**config.mk**
```make
export PLATFORM = sky130hd
export DESIGN_NAME = ofs_top
export DESIGN_NICKNAME = d
export VERILOG_FILES = /design/src/hdl/ofs_pkg.sv /design/src/hdl/ofs_sync.sv /design/src/hdl/ofs_top.sv /design/src/hdl/ofs_wdog.sv
export SDC_FILE = /design/constraint.sdc
export NUM_CORES = 1
export LEC_CHECK = 0
export BUFFER_PORTS_ARGS = -buffer_cell sky130_fd_sc_hd__buf_2
export CORE_ASPECT_RATIO = 0.75
export CORE_MARGIN = 4
export CORE_UTILIZATION = 30
export CTS_CLUSTER_SIZE = 8
export DETAILED_ROUTE_END_ITERATION = 7
export SLEW_MARGIN = 20
export SYNTH_ARGS = -nofsm -noshare
export SYNTH_HDL_FRONTEND = slang
export SYNTH_SLANG_ARGS = --single-unit
```
**constraint.sdc**
```tcl
create_clock -name clock -period 2.72 [get_ports clock]
set_input_delay 0.272 -clock clock [delete_from_list [all_inputs] [get_ports clock]]
set_output_delay 0.272 -clock clock [all_outputs]
set_load 0.01 [all_outputs]
```
**src/hdl/ofs_pkg.sv**
```systemverilog
// constants shared by the output driver fault supervisor
// assumes a single 10 MHz clock and an active-low asynchronous reset
//
// Operation
// - the high-side driver follows the enable bit of the high-side control register.
// - with enable and pwm select set, the high-side driver follows the pwm input pin.
// - low high-side current in Normal or Normal Request sets open-load status bit 1.
// - high-side current limitation keeps the driver on and sets status bit 0.
// - high-side overtemperature turns the driver off and sets both high-side flags.
// - high-side overtemperature latches source code 0010 and pulls the interrupt low.
// - the high-side interrupt is raised only while the high-side mask bit is set.
// - a high-side thermal shutdown holds until a control write once the heat is gone.
// - low-side heat stops both low sides, sets all four low-side flags, reports 0011, waits for a write.
// - low-side current limitation keeps the driver on and sets bit 0 (a) or bit 2 (b).
// - a floating watchdog config pin selects the internal timebase and sets status bit 2.
// - in Reset a regulator undervoltage without supply undervoltage leads to Sleep.
// - fault interrupts arise only in Normal, Normal Request and Stop; flags stay readable.
// - a masked fault source keeps the interrupt line high and sets no source code.
// - an unanswered Normal Request times out after 150 ms into Reset and a host reset.
// - a clear in the closed half or an overflow resets the host and sets the timeout flag.

package ofs_pkg;

  // ----------------------------------------------------------------
  // operating modes
  // ----------------------------------------------------------------
  typedef enum logic [2:0] {
    OFS_RESET   = 3'b000,
    OFS_NORMREQ = 3'b001,
    OFS_NORMAL  = 3'b010,
    OFS_STOP    = 3'b011,
    OFS_SLEEP   = 3'b100
  } ofs_mode_t;

  // ----------------------------------------------------------------
  // field positions and codes
  // ----------------------------------------------------------------
  localparam int HS_CL_BIT   = 0;
  localparam int HS_OL_BIT   = 1;
  localparam int LS_A_CL_BIT = 0;
  localparam int LS_A_OL_BIT = 1;
  localparam int LS_B_CL_BIT = 2;
  localparam int LS_B_OL_BIT = 3;
  localparam int WD_ERR_BIT  = 2;
  localparam int WD_TO_BIT   = 3;

  localparam logic [3:0] SRC_NONE = 4'h0;
  localparam logic [3:0] SRC_HS   = 4'h2;
  localparam logic [3:0] SRC_LS   = 4'h3;

  localparam logic [1:0] HS_STAT_RST = 2'h0;
  localparam logic [3:0] LS_STAT_RST = 4'h0;
  localparam logic [3:0] WD_STAT_RST = 4'h0;

  // ----------------------------------------------------------------
  // timing
  // ----------------------------------------------------------------
  localparam int CLK_NS         = 100;
  localparam int NREQ_TIMEOUT_MS = 150;
  localparam int NREQ_CYCLES    = (NREQ_TIMEOUT_MS * 1000000) / CLK_NS;
  localparam int HOST_RST_CYCLES = 16;
  localparam int WD_CNT_W       = 24;

endpackage : ofs_pkg

```
**src/hdl/ofs_sync.sv**
```systemverilog
// two-flop synchroniser for a bundle of comparator levels
// assumes levels arrive from analog comparators unrelated to the clock
`timescale 1ns/10ps

module ofs_sync #(
  parameter int W = 1
) (
  input  wire logic         clock,  // system clock
  input  wire logic         rst_b,  // async reset, active low
  input  wire logic [W-1:0] async_in, // raw comparator levels
  output logic      [W-1:0] sync_out  // synchronised levels
);

  logic [W-1:0] meta_q;

  // first stage feeds only the second stage
  always_ff @(posedge clock or negedge rst_b) begin
    if (!rst_b) begin
      meta_q   <= '0;
      sync_out <= '0;
    end else begin
      meta_q   <= async_in;
      sync_out <= meta_q;
    end
  end

endmodule : ofs_sync

```
**src/hdl/ofs_top.sv**
```systemverilog
// output driver fault supervisor: high-side and low-side gating, fault flags,
// interrupt sources and the mode sequencer
// assumes control and status bits are plain ports; writes are one-cycle pulses
`timescale 1ns/10ps

module ofs_top (
  input  wire logic       clock,                 // 10 MHz clock
  input  wire logic       rst_b,                 // async reset, active low
  input  wire logic       high_side_enable,      // control bit, high side on
  input  wire logic       high_side_pwm_select,  // high side follows pwm pin
  input  wire logic       high_side_ctrl_wr,     // high-side control write pulse
  input  wire logic [1:0] low_side_enable,       // control bits, low sides on
  input  wire logic [1:0] low_side_pwm_select,   // low sides follow pwm pin
  input  wire logic       low_side_ctrl_wr,      // low-side control write pulse
  input  wire logic       pwm_input_pin,         // direct pwm input
  input  wire logic       high_side_irq_mask,    // 1 enables high-side interrupt
  input  wire logic       low_side_irq_mask,     // 1 enables low-side interrupt
  input  wire logic       source_rd,             // source read pulse, clears code
  input  wire logic       status_rd,             // status read pulse, clears flags
  input  wire logic       hs_open_cmp,           // raw open-load comparator
  input  wire logic       hs_limit_cmp,          // raw current-limit comparator
  input  wire logic       hs_hot_cmp,            // raw overtemperature comparator
  input  wire logic [1:0] ls_open_cmp,           // raw low-side open-load
  input  wire logic [1:0] ls_limit_cmp,          // raw low-side current-limit
  input  wire logic       ls_hot_cmp,            // raw low-side overtemperature
  input  wire logic       wdog_floating,         // config pin seen floating
  input  wire logic       go_normal,             // host commands normal
  input  wire logic       go_stop,               // host commands stop
  input  wire logic       wd_clear,              // watchdog clear pulse
  input  wire logic [23:0] wd_period,            // watchdog window in cycles
  input  wire logic       reg_uv,                // regulator undervoltage
  input  wire logic       supply_undervoltage_flag, // supply undervoltage flag
  input  wire logic       wake,                  // wake-up event
  output logic            high_side_drive,       // high-side gate
  output logic [1:0]      low_side_drive,        // low-side gates
  output logic [1:0]      high_side_status_reg,  // {open load, current limit}
  output logic [3:0]      low_side_status_reg,   // {b ol, b cl, a ol, a cl}
  output logic [3:0]      interrupt_source_reg,  // latched source code
  output logic [3:0]      watchdog_status_reg,   // watchdog status bits
  output logic            irq_b,                 // interrupt line, active low
  output logic            internal_timebase,     // watchdog on internal timebase
  output logic            host_rst_b,            // host reset, active low
  output logic [2:0]      mode_out               // current mode
);

  // ----------------------------------------------------------------
  // comparator synchronisation
  // ----------------------------------------------------------------
  logic [8:0] cmp_s;
  ofs_sync #(.W(9)) u_sync (
    .clock    (clock),
    .rst_b    (rst_b),
    .async_in ({wdog_floating, ls_hot_cmp, ls_limit_cmp, ls_open_cmp,
                hs_hot_cmp, hs_limit_cmp, hs_open_cmp}),
    .sync_out (cmp_s)
  );
  wire logic       hs_open  = cmp_s[0];
  wire logic       hs_limit = cmp_s[1];
  wire logic       hs_hot   = cmp_s[2];
  wire logic [1:0] ls_open  = cmp_s[4:3];
  wire logic [1:0] ls_limit = cmp_s[6:5];
  wire logic       ls_hot   = cmp_s[7];
  wire logic       wd_float = cmp_s[8];

  // ----------------------------------------------------------------
  // mode sequencer
  // ----------------------------------------------------------------
  ofs_pkg::ofs_mode_t mode;
  logic               host_rst;
  logic               wd_to;
  ofs_wdog u_wdog (
    .clock                    (clock),
    .rst_b                    (rst_b),
    .go_normal                (go_normal),
    .go_stop                  (go_stop),
    .wd_clear                 (wd_clear),
    .wd_period                (wd_period),
    .reg_uv                   (reg_uv),
    .supply_undervoltage_flag (supply_undervoltage_flag),
    .wake                     (wake),
    .mode                     (mode),
    .host_rst                 (host_rst),
    .wd_timeout               (wd_to)
  );

  wire logic run_mode = (mode == ofs_pkg::OFS_NORMAL) || (mode == ofs_pkg::OFS_NORMREQ);
  wire logic irq_mode = run_mode || (mode == ofs_pkg::OFS_STOP);

  // ----------------------------------------------------------------
  // shutdown latches and drive gating
  // ----------------------------------------------------------------
  logic hs_off_q;
  logic ls_off_q;
  wire logic hs_want    = high_side_enable && (!high_side_pwm_select || pwm_input_pin);
  wire logic [1:0] ls_want = low_side_enable & (~low_side_pwm_select | {2{pwm_input_pin}});
  wire logic hs_off_d   = hs_hot || (hs_off_q && !high_side_ctrl_wr);
  wire logic ls_off_d   = ls_hot || (ls_off_q && !low_side_ctrl_wr);
  // stop and sleep keep the low sides off; high side stays usable for sensing
  wire logic ls_allowed = run_mode && !ls_off_d;

  // ----------------------------------------------------------------
  // status flags: hardware set wins over read clear
  // ----------------------------------------------------------------
  wire logic [1:0] hs_set = {hs_open && run_mode, hs_limit} | {2{hs_hot}};
  wire logic [3:0] ls_set = {ls_open[1] && run_mode, ls_limit[1],
                             ls_open[0] && run_mode, ls_limit[0]} | {4{ls_hot}};
  wire logic [1:0] hs_stat_d = hs_set | (status_rd ? 2'h0 : high_side_status_reg);
  wire logic [3:0] ls_stat_d = ls_set | (status_rd ? 4'h0 : low_side_status_reg);

  // ----------------------------------------------------------------
  // interrupt sources
  // ----------------------------------------------------------------
  logic hs_hot_q;
  logic ls_hot_q;
  wire logic hs_evt = hs_hot && !hs_hot_q && irq_mode && high_side_irq_mask;
  wire logic ls_evt = ls_hot && !ls_hot_q && irq_mode && low_side_irq_mask;
  wire logic [3:0] src_d = hs_evt ? ofs_pkg::SRC_HS :
                           ls_evt ? ofs_pkg::SRC_LS :
                           source_rd ? ofs_pkg::SRC_NONE : interrupt_source_reg;

  always_ff @(posedge clock or negedge rst_b) begin
    if (!rst_b) begin
      hs_off_q             <= 1'b0;
      ls_off_q             <= 1'b0;
      hs_hot_q             <= 1'b0;
      ls_hot_q             <= 1'b0;
      high_side_drive      <= 1'b0;
      low_side_drive       <= 2'h0;
      high_side_status_reg <= ofs_pkg::HS_STAT_RST;
      low_side_status_reg  <= ofs_pkg::LS_STAT_RST;
      interrupt_source_reg <= ofs_pkg::SRC_NONE;
      watchdog_status_reg  <= ofs_pkg::WD_STAT_RST;
      irq_b                <= 1'b1;
      internal_timebase    <= 1'b0;
      host_rst_b           <= 1'b0;
      mode_out             <= 3'h0;
    end else begin
      hs_off_q             <= hs_off_d;
      ls_off_q             <= ls_off_d;
      hs_hot_q             <= hs_hot;
      ls_hot_q             <= ls_hot;
      high_side_drive      <= hs_want && !hs_off_d;
      low_side_drive       <= ls_want & {2{ls_allowed}};
      high_side_status_reg <= hs_stat_d;
      low_side_status_reg  <= ls_stat_d;
      interrupt_source_reg <= src_d;
      irq_b                <= (src_d == ofs_pkg::SRC_NONE);
      internal_timebase    <= wd_float;
      watchdog_status_reg[ofs_pkg::WD_ERR_BIT] <= wd_float;
      watchdog_status_reg[ofs_pkg::WD_TO_BIT]  <= wd_to ||
        (watchdog_status_reg[ofs_pkg::WD_TO_BIT] && !status_rd);
      watchdog_status_reg[1:0] <= 2'h0;
      host_rst_b           <= !host_rst;
      mode_out             <= mode;
    end
  end

  // ----------------------------------------------------------------
  // checks
  // ----------------------------------------------------------------
  hs_thermal_off_a: assert property (@(posedge clock) disable iff (!rst_b)
    hs_hot |=> !high_side_drive && (high_side_status_reg == 2'h3))
    else $error("high side not shut down on overtemperature");
  hs_stay_off_a: assert property (@(posedge clock) disable iff (!rst_b)
    hs_off_q && !high_side_ctrl_wr |=> !high_side_drive)
    else $error("high side re-enabled without control write");
  hs_pwm_follow_a: assert property (@(posedge clock) disable iff (!rst_b)
    high_side_enable && high_side_pwm_select && !pwm_input_pin |=> !high_side_drive)
    else $error("high side on while pwm low");
  hs_irq_code_a: assert property (@(posedge clock) disable iff (!rst_b)
    hs_evt |=> interrupt_source_reg == ofs_pkg::SRC_HS && !irq_b)
    else $error("high side source code missing");
  irq_masked_a: assert property (@(posedge clock) disable iff (!rst_b)
    hs_hot && !hs_hot_q && !high_side_irq_mask && !ls_evt && interrupt_source_reg == 4'h0
    && !source_rd |=> irq_b)
    else $error("masked source raised interrupt");
  ls_thermal_off_a: assert property (@(posedge clock) disable iff (!rst_b)
    ls_hot |=> low_side_drive == 2'h0 && low_side_status_reg == 4'hF)
    else $error("low sides not shut down");
  ls_limit_flag_a: assert property (@(posedge clock) disable iff (!rst_b)
    ls_limit[1] |=> low_side_status_reg[ofs_pkg::LS_B_CL_BIT])
    else $error("low side b limit flag missing");
  sleep_on_uv_a: assert property (@(posedge clock) disable iff (!rst_b)
    mode == ofs_pkg::OFS_RESET && reg_uv && !supply_undervoltage_flag
    |=> mode == ofs_pkg::OFS_SLEEP)
    else $error("reset mode did not go to sleep");

endmodule : ofs_top

```
**src/hdl/ofs_wdog.sv**
```systemverilog
// mode sequencer: normal-request timeout, window watchdog and reset mode exit
// assumes host commands are one-cycle pulses synchronous to clock
`timescale 1ns/10ps

module ofs_wdog #(
  parameter int NREQ_CYC = ofs_pkg::NREQ_CYCLES
) (
  input  wire logic                     clock,        // system clock
  input  wire logic                     rst_b,        // async reset, active low
  input  wire logic                     go_normal,    // host commands normal mode
  input  wire logic                     go_stop,      // host commands stop mode
  input  wire logic                     wd_clear,     // watchdog clear pulse
  input  wire logic [ofs_pkg::WD_CNT_W-1:0] wd_period, // watchdog window length
  input  wire logic                     reg_uv,       // regulator undervoltage
  input  wire logic                     supply_undervoltage_flag, // supply uv flag
  input  wire logic                     wake,         // wake-up from stop or sleep
  output ofs_pkg::ofs_mode_t            mode,         // current mode
  output logic                          host_rst,     // host reset pulse level
  output logic                          wd_timeout    // one-cycle timeout event
);

  logic [ofs_pkg::WD_CNT_W-1:0] cnt_q;
  logic [4:0]                   hr_q;
  wire logic nreq_exp = (mode == ofs_pkg::OFS_NORMREQ) && (32'(cnt_q) >= NREQ_CYC - 1);
  wire logic wd_over  = (mode == ofs_pkg::OFS_NORMAL) && (cnt_q >= wd_period);
  wire logic wd_early = (mode == ofs_pkg::OFS_NORMAL) && wd_clear && (cnt_q < (wd_period >> 1));
  wire logic wd_fault = wd_over || wd_early;

  assign host_rst = (mode == ofs_pkg::OFS_RESET);

  always_ff @(posedge clock or negedge rst_b) begin
    if (!rst_b) begin
      mode       <= ofs_pkg::OFS_RESET;
      cnt_q      <= '0;
      hr_q       <= '0;
      wd_timeout <= 1'b0;
    end else begin
      wd_timeout <= wd_fault;
      case (mode)
        ofs_pkg::OFS_RESET: begin
          cnt_q <= '0;
          if (reg_uv && !supply_undervoltage_flag) begin
            mode <= ofs_pkg::OFS_SLEEP;
          end else if (hr_q == 5'(ofs_pkg::HOST_RST_CYCLES)) begin
            hr_q <= '0;
            mode <= ofs_pkg::OFS_NORMREQ;
          end else begin
            hr_q <= hr_q + 5'h1;
          end
        end
        ofs_pkg::OFS_NORMREQ: begin
          cnt_q <= cnt_q + 1'b1;
          if (nreq_exp) begin
            mode <= ofs_pkg::OFS_RESET;
          end else if (go_normal) begin
            mode  <= ofs_pkg::OFS_NORMAL;
            cnt_q <= '0;
          end
        end
        ofs_pkg::OFS_NORMAL: begin
          cnt_q <= wd_clear ? '0 : cnt_q + 1'b1;
          if (wd_fault) begin
            mode <= ofs_pkg::OFS_RESET;
          end else if (go_stop) begin
            mode <= ofs_pkg::OFS_STOP;
          end
        end
        ofs_pkg::OFS_STOP: begin
          // a leftover watchdog count must not shorten the next normal-request timeout
          cnt_q <= '0;
          if (wake) mode <= ofs_pkg::OFS_NORMREQ;
        end
        default: begin
          if (wake) mode <= ofs_pkg::OFS_RESET;
        end
      endcase
    end
  end

endmodule : ofs_wdog

```
==> results of run 1 <==
Yosys cell counts (2+ instances only):
master / n / area [µm²]
or3_1: 2 / 12.5
xor2_1: 4 / 35.0
and3_1: 7 / 43.8
o21a_1: 2 / 15.0
nand4_1: 16 / 100
o311ai_1: 3 / 26.3
and4_1: 6 / 52.6
o21ai_0: 23 / 115
a31oi_1: 5 / 31.3
a211o_1: 5 / 43.8
nand2b_1: 7 / 43.8
o22ai_1: 2 / 12.5
a21o_1: 12 / 90.1
a21boi_0: 2 / 15.0
o211ai_1: 4 / 30.0
o31ai_1: 2 / 15.0
nand3_1: 18 / 90.1
dfrtp_1: 74 / 1850
nor4_1: 2 / 12.5
nand2_1: 37 / 139
nor3_1: 3 / 15.0
nor2b_1: 4 / 25.0
or4_1: 4 / 30.0
buf_4: 3 / 22.5
a22o_1: 5 / 43.8
clkbuf_1: 6 / 22.5
xnor2_1: 3 / 26.3
a221o_1: 5 / 50.1
inv_1: 38 / 143
a21oi_1: 20 / 100
nor2_1: 30 / 113
a21o_2: 4 / 35.0
ha_1: 49 / 613
and2_1: 6 / 37.5
power by group through the flow:
stage	combinational (mW)	sequential, mW	clock, mW
after global placement	0.772	1.38	0
after global routing	0.894	1.39	1.36
final	0.782	1.37	1.27
after CTS	0.788	1.37	1.31
after floorplan	0.525	1.38	0
after detailed placement	0.786	1.39	0
worst max-delay path by stage:
stage / from / endpoint / slack [ns] / depth (start not counted)
after floorplan: u_wdog.cnt_q[2] / u_wdog.wd_timeout / 0.71 / 7
after global placement: u_wdog.cnt_q[2] / u_wdog.wd_timeout / 0.07 / 7
after detailed placement: u_wdog.cnt_q[1] / u_wdog.cnt_q[8] / 0.06 / 7
after CTS: u_wdog.cnt_q[1] / u_wdog.cnt_q[7] / 0.04 / 7
after global routing: u_wdog.cnt_q[2] / u_wdog.mode[0] / 0.03 / 7
final: u_wdog.cnt_q[22] / u_wdog.wd_timeout / 0.20 / 7
final cells by class:
type	count	area (µm²)
fillers	1365	8700
well taps	175	219
flip-flops and latches	75	1880
clock buffers	9	225
repair buffers	75	380
multi-input cells	313	2240
inverters	38	143
clock inverters	7	103
through the flow:
step	utilization (%)	instance area [µm²]
2_1_floorplan	-	4320
3_3_place_gp	34.9	4850
3_5_place_dp	34.9	4850
4_1_cts	37.3	5180
5_1_grt	37.4	5190
6_report	37.4	5190
kinds of logic (layout without fill, tap and decap cells):
group | count (synthesis) | count (layout) | share of synthesized area (%)
and+or+nand+nor | 149 | 149 | 18.3
AOI/OAI and AO/OA | 106 | 106 | 17.6
DFF | 75 | 75 | 43.5
buffers and inverters | 50 | 129 | 4.90
adders and majority gates | 49 | 49 | 14.2
xor gates and xnor gates | 7 | 7 | 1.42
other | 1 | 2 | 0.0868
critical path, cell delays in order (launching register included):
cell and delay, ns:
dfrtp_1 0.49, ha_1 0.34, and4b_1 0.24, nand4_1 0.19
a2111o_1 0.44, a31oi_1 0.27, o211ai_1 0.22, nor2b_1 0.20
routing by layer:
layer  share of wire, %  vias up
met5                  0        -
met4               0.94        0
li1                   -     1733
met1                 49     1636
met3                4.2        9
met2                 46       77
==> run metrics, run 1 <==
status completed; hold path start ls_limit_cmp[1]; nets slightly above 600; Total Power 3.43 mW; dpl cells 676; Sw Ratio 30.7%; die area 16400 µm²; Comb power frac 22.8%; Non-Filler Instances around 690; post-DR vias/cell around 5; Worst Tran Pin Value 0.952 ns; worst rel slew slack 36.5%; Critical Path AT 2.73 ns; CTS Buf Count 9; Internal 2.37 mW; Clock power frac around 37%; DIE HEIGHT 112 µm; R2R Setup Slk 0.20 ns; setup bufs post-CTS 0; Sequential Power Share 40.0%; synth unique cells 58; share of cells above drive strength 1 19.9%; max-slew violation count 0; Worst setup SP type flip-flop; drc violations 0; Final Wtd Congestion 0.846; 1st-pass router iterations 4; yosys warns 0; placed wire-length estimate 7710 µm; most frequent cells in the layout dfrtp_1 (74), buf_2 (73), ha_1 (49), inv_1 (38), nand2_1 (37); leading cell type in the layout, fill and taps excluded dfrtp_1; final setup TNS 0 ns; 1st-iter DRT viols 235; setup violators final 0; Synth Register Bits 75; number of synthesized flops with an enable pin 0; average routed wire per standard cell 14.6 µm; ant diodes 0; period utilization 92.5%; H-tree depth 3; remaining antenna violation count 0; initial antenna violation count 0; drt total wl 10100 µm; pin count of the biggest net entering global routing 76; ys async rst share 100%; core area 13900 µm²; number of global-route vias before repair between 3000 and 4000; fmax 397 MHz; RSZ-0062 raised after global routing no; worst-path maximum fanout 7; Mapped Cells 437; # rows 37; top flop regs u_wdog.cnt_q: 24 flops, u_sync.meta_q: 9 flops, u_sync.sync_out: 9 flops; Avg Cell Area, Syn 9.88 µm²; Final Critical Period 2.52 ns; Sw Pwr 1.05 mW; post_cts resized 0; worst setup margin 0.204 ns; Hold Path Sink u_sync.meta_q[6]; RR Startpoint u_wdog.cnt_q[22]; crit end category flip-flop; Peak VDD IR about 370 µV; Port Buf Inserts 74; initial core utilization 31.1%; final hold vios 0; WHS Path Cells 1; Leak 2.61 nW; Most flops, register u_wdog.cnt_q; vias post-DR approximately 3500; clk sink count 75; final hold slack 0.0461 ns; GR Util met1 16.9%; met3 Usage GRT 2.69%; Largest register FFs 24; chip width 147 µm; HP Class in2reg; Reg clk slew, reported paths 0.06 ns; R2R cell count 7; Longest Clk Path Bufs 2; first-pass GRT wire length 16800 µm; post-synthesis cell area 4320 µm²; GR Overflow Total 0; clock skew 0.00871 ns; Layout area overhead 20.2%; M2 GR Usage 20.1%; MaxCap Viol Count 0; worst skew pair latency around 0.33 ns; root cell of the clock tree clkbuf_16; worst endpoint required time just under 3 ns; Post-synth top flop dfrtp_1; Global Route Usage Sum 12.4%; FF-to-FF End u_wdog.wd_timeout; CTS tree built; sequential share of the synthesized area 43.5%; grt peak-use layer met2; Setup Crit Path Kind reg2reg; IO Pins 77; cts-stage hold buffer count 0; Pwr Density ~660 nW/µm²; pre-CTS WS between 0.06 and 0.07 ns
Note: power is estimated with default switching activity, not from simulation.
==> inputs of run 2 (changes only) <==
SYNTH_HIERARCHICAL = 1   (was unset)
clock period = 2.1 ns   (was 2.72 ns; I/O delays follow)
==> run 2 against run 1 <==
Effect of this change:
- total power up 31%
- clock skew down 0.00091 ns
- sequential share of layout area down 2.9 points
- count of clock-buffer cells in the layout up 4
- sequential power up 28%
- fmax up 22%
- synthesized cell count down 2.7%
- global-route usage up 1.0 points
- combinational power up 38%
- sequential cell count unchanged
- core utilization up 5.3 points
==> run metrics, run 2 <==
status completed; DIE HEIGHT 110 µm (-1.9%); R2R cell count 9 (+2); Leak 2.85 nW (+9.4%); most frequent cells after synthesis dfrtp_1 (74), ha_1 (49), nor2_1 (44); hold path start source_rd; top-area cell type share of the netlist area 44.7% (+1.9 points); pin count of the biggest net entering global routing 54 (-29%); HP Class in2reg; Peak VDD IR 431 µV (+16%); core area 13200 µm² (-4.6%); chip width 144 µm (-2.0%); initial core utilization 31.3% (+0.16 points); initial antenna violation count 0 (unchanged); Final Critical Period 2.06 ns (-0.461 ns); Largest register FFs 24 (unchanged); area leader, netlist dfrtp_1; crit end category flip-flop; cell area after layout 5650 µm² (+8.9%); Port Buf Inserts 74 (unchanged); share of cells above drive strength 1 29.8% (+9.8 points); CTS Buf Count 9 (unchanged); Longest Clk Path Bufs 2 (unchanged); GR Overflow Total 0 (unchanged); vias post-DR 3490 (+1.0%); clk sink count 75 (unchanged); Setup Crit Path Kind reg2reg; remaining antenna violation count 0 (unchanged); final hold vios 0 (unchanged); drt total wl 10400 µm (+3.1%); Avg Cell Area, Syn 9.74 µm² (-1.4%); Layout area overhead 36.6%; Synth Register Bits 75 (unchanged); Hold Path Sink interrupt_source_reg[2]; Post-synth top flop dfrtp_1; FF-to-FF End u_wdog/mode[0]; final setup TNS 0 ns (unchanged); root cell of the clock tree clkbuf_16; most frequent cell after synthesis dfrtp_1; ys async rst share 100% (unchanged); synth unique cells 51 (-12%); RSZ-0062 raised after global routing yes; worst-path cell chain buf_4 > ha_1 > o21ai_2 > o21ai_1 > a211oi_2 > buf_4 > o211ai_1 > nand4_1 > o221ai_1; Non-Filler Instances 732 (+5.8%); die area 15800 µm² (-3.9%); post-DR vias/cell 4.77 (-4.5%); fin util 42.7% (+5.3 points); Final Wtd Congestion 0.810 (-4.3%); Global Route Usage Sum 13.4% (+1.0 points); number of synthesized flops with an enable pin 0 (unchanged); setup violators final 0 (unchanged); sequential share of the synthesized area 45.4% (+1.9 points); final hold slack 0.0807 ns (+0.0345 ns); worst skew pair latency 0.33 ns (about the same); WHS Path Cells 2 (+1); Reg clk slew, reported paths 0.06 ns (about the same); Pwr Density 796 nW/µm² (+21%); top flop regs u_wdog/cnt_q: 24 flops, u_sync/meta_q: 9 flops, u_sync/sync_out: 9 flops; WP buf/inv 2 (+2); R2R Setup Slk 0.04 ns (-0.16 ns); clock skew 0.00780 ns (-0.000908 ns); delay-heaviest family, CP compound AO/OA/AOI/OAI gates; H-tree depth 3 (unchanged); 1st-iter DRT viols 177 (-25%); # rows 36 (-2.7%); cell mode on critical path buf_4; Most flops, register u_wdog/cnt_q; yosys warns 6 (+6); top post-synthesis cells by area dfrtp_1 (45%), ha_1 (15%), nor2_1 (4.0%); post-synthesis cell area 4140 µm² (-4.1%); IO Pins 77 (unchanged); period utilization 97.9% (+5.4 points); Post-DP Area 4930 µm² (+1.7%); CTS tree built; Worst setup SP type flip-flop; most frequent cells in the layout buf_2 (73), dfrtp_1 (69), ha_1 (45), nor2_1 (43); max-slew violation count 0 (unchanged); max incr delay on CP 0.43 ns (-0.06 ns); drc violations 0 (unchanged); ant diodes 0 (unchanged); Critical Path AT 2.29 ns (-0.44 ns); average routed wire per standard cell 14.2 µm (-2.6%); first-pass GRT wire length 16800 µm (+0.57%); slowest CP cell dfrtp_2; fmax 487 MHz (+22%); dpl cells 694 (+2.7%); leading cell type in the layout, fill and taps excluded buf_2; MaxCap Viol Count 0 (unchanged); 1st-pass router iterations 4 (unchanged); placed wire-length estimate 7770 µm (+0.79%); nets 659 (+7.2%); worst endpoint required time 2.33 ns (-0.60 ns); worst-path maximum fanout 4 (-3); RR Startpoint u_wdog/cnt_q[1]; number of global-route vias before repair 3496 (+1.0%); Mapped Cells 425 (-2.7%)
-- run 2: cell count changes after synthesis, moves of 4 or more --
cell | previous run | this run
a21o_2 | 4 | 0
a22o_1 | 5 | 0
and2_1 | 6 | 2
and3_1 | 7 | 2
inv_1 | 38 | 42
nand4_1 | 16 | 9
nor2_1 | 30 | 44
nor3_1 | 3 | 10
o21ai_0 | 23 | 17
xnor2_1 | 3 | 14
-- run 2: layout make-up --
cell class | count | area [µm²]
Fill cell | 1286 | 7590
Clock buffer | 13 | 260
Timing Repair Buffer | 128 | 832
Inverter | 43 | 161
Clock inverter | 3 | 68.8
Tap cell | 171 | 214
Sequential cell | 75 | 1880
Multi-Input combinational cell | 299 | 2230
-- run 2: per-layer routing --
layer  wire length (µm)  GRT usage (%)  up-vias
li1                   -              -     1740
met1               5080           19.5     1667
met3                609           3.13        6
met5                  0              0        -
met2               4640           20.7       77
met4                 61           2.22        0
-- run 2: cells by family after synthesis --
| kind of cell | after synthesis | share of synthesized area [%] |
|---|---|---|
| muxes | 1 | 0.242 |
| xor gates and xnor gates | 21 | 4.44 |
| adders and majority gates | 49 | 14.8 |
| and+or+nand+nor | 146 | 17.1 |
| other | 1 | 0.0906 |
| buffers and inverters | 52 | 5.08 |
| DFF | 75 | 45.4 |
| AOI/OAI and AO/OA | 80 | 12.8 |
-- run 2: power breakdown --
| group | switching (mW) | internal, mW | leakage [nW] |
|---|---|---|---|
| Clock | 0.555 | 1.11 | 0.160 |
| Sequential | 0.138 | 1.62 | 0.943 |
| Combinational | 0.600 | 0.480 | 1.75 |
| Total | 1.29 | 3.21 | 2.85 |
-- run 2: how the worst max path moves through the flow --
stage          depth (start not counted)                to  slack (ns)        startpoint
3_3_place_gp                           7    u_wdog/mode[0]        0.01  u_wdog/cnt_q[21]
5_1_grt                                7    u_wdog/mode[0]       -0.13  u_wdog/cnt_q[17]
3_5_place_dp                           7    u_wdog/mode[0]       -0.06  u_wdog/cnt_q[22]
2_1_floorplan                          7  u_wdog/cnt_q[21]        0.13    u_wdog/mode[2]
6_report                               9    u_wdog/mode[0]        0.04   u_wdog/cnt_q[1]
4_1_cts                                9    u_wdog/mode[0]       0.008   u_wdog/cnt_q[0]
-- run 2: repair_timing --
item                                    in CTS  in global routing
pin swaps                                    1                 15
hold buffers                                 9                  1
cloned                                       0                  0
resized for setup                            5                 34
hold endpoints to repair                    30                  1
setup buffers                                0                 12
endpoints found under the setup margin      19                  8
-- run 2: through the flow --
stage                     power (mW)  setup slack (ns)
after floorplan                 2.33             0.126
after global placement          2.68            0.0105
after detailed placement        2.71           -0.0596
after CTS                       4.43           0.00764
after global routing            4.76            -0.127
final                           4.50            0.0449
-- run 2: worst reg2reg max path: cells and delay by family (launching register included) --
family | cells | cell delay [ns]
AND/OR/NAND/NOR | 1 | 0.16
AO/OA/AOI/OAI | 5 | 0.78
buffers and inverters | 2 | 0.30
flip-flops | 1 | 0.43
adder cells (fa/ha/maj) | 1 | 0.28
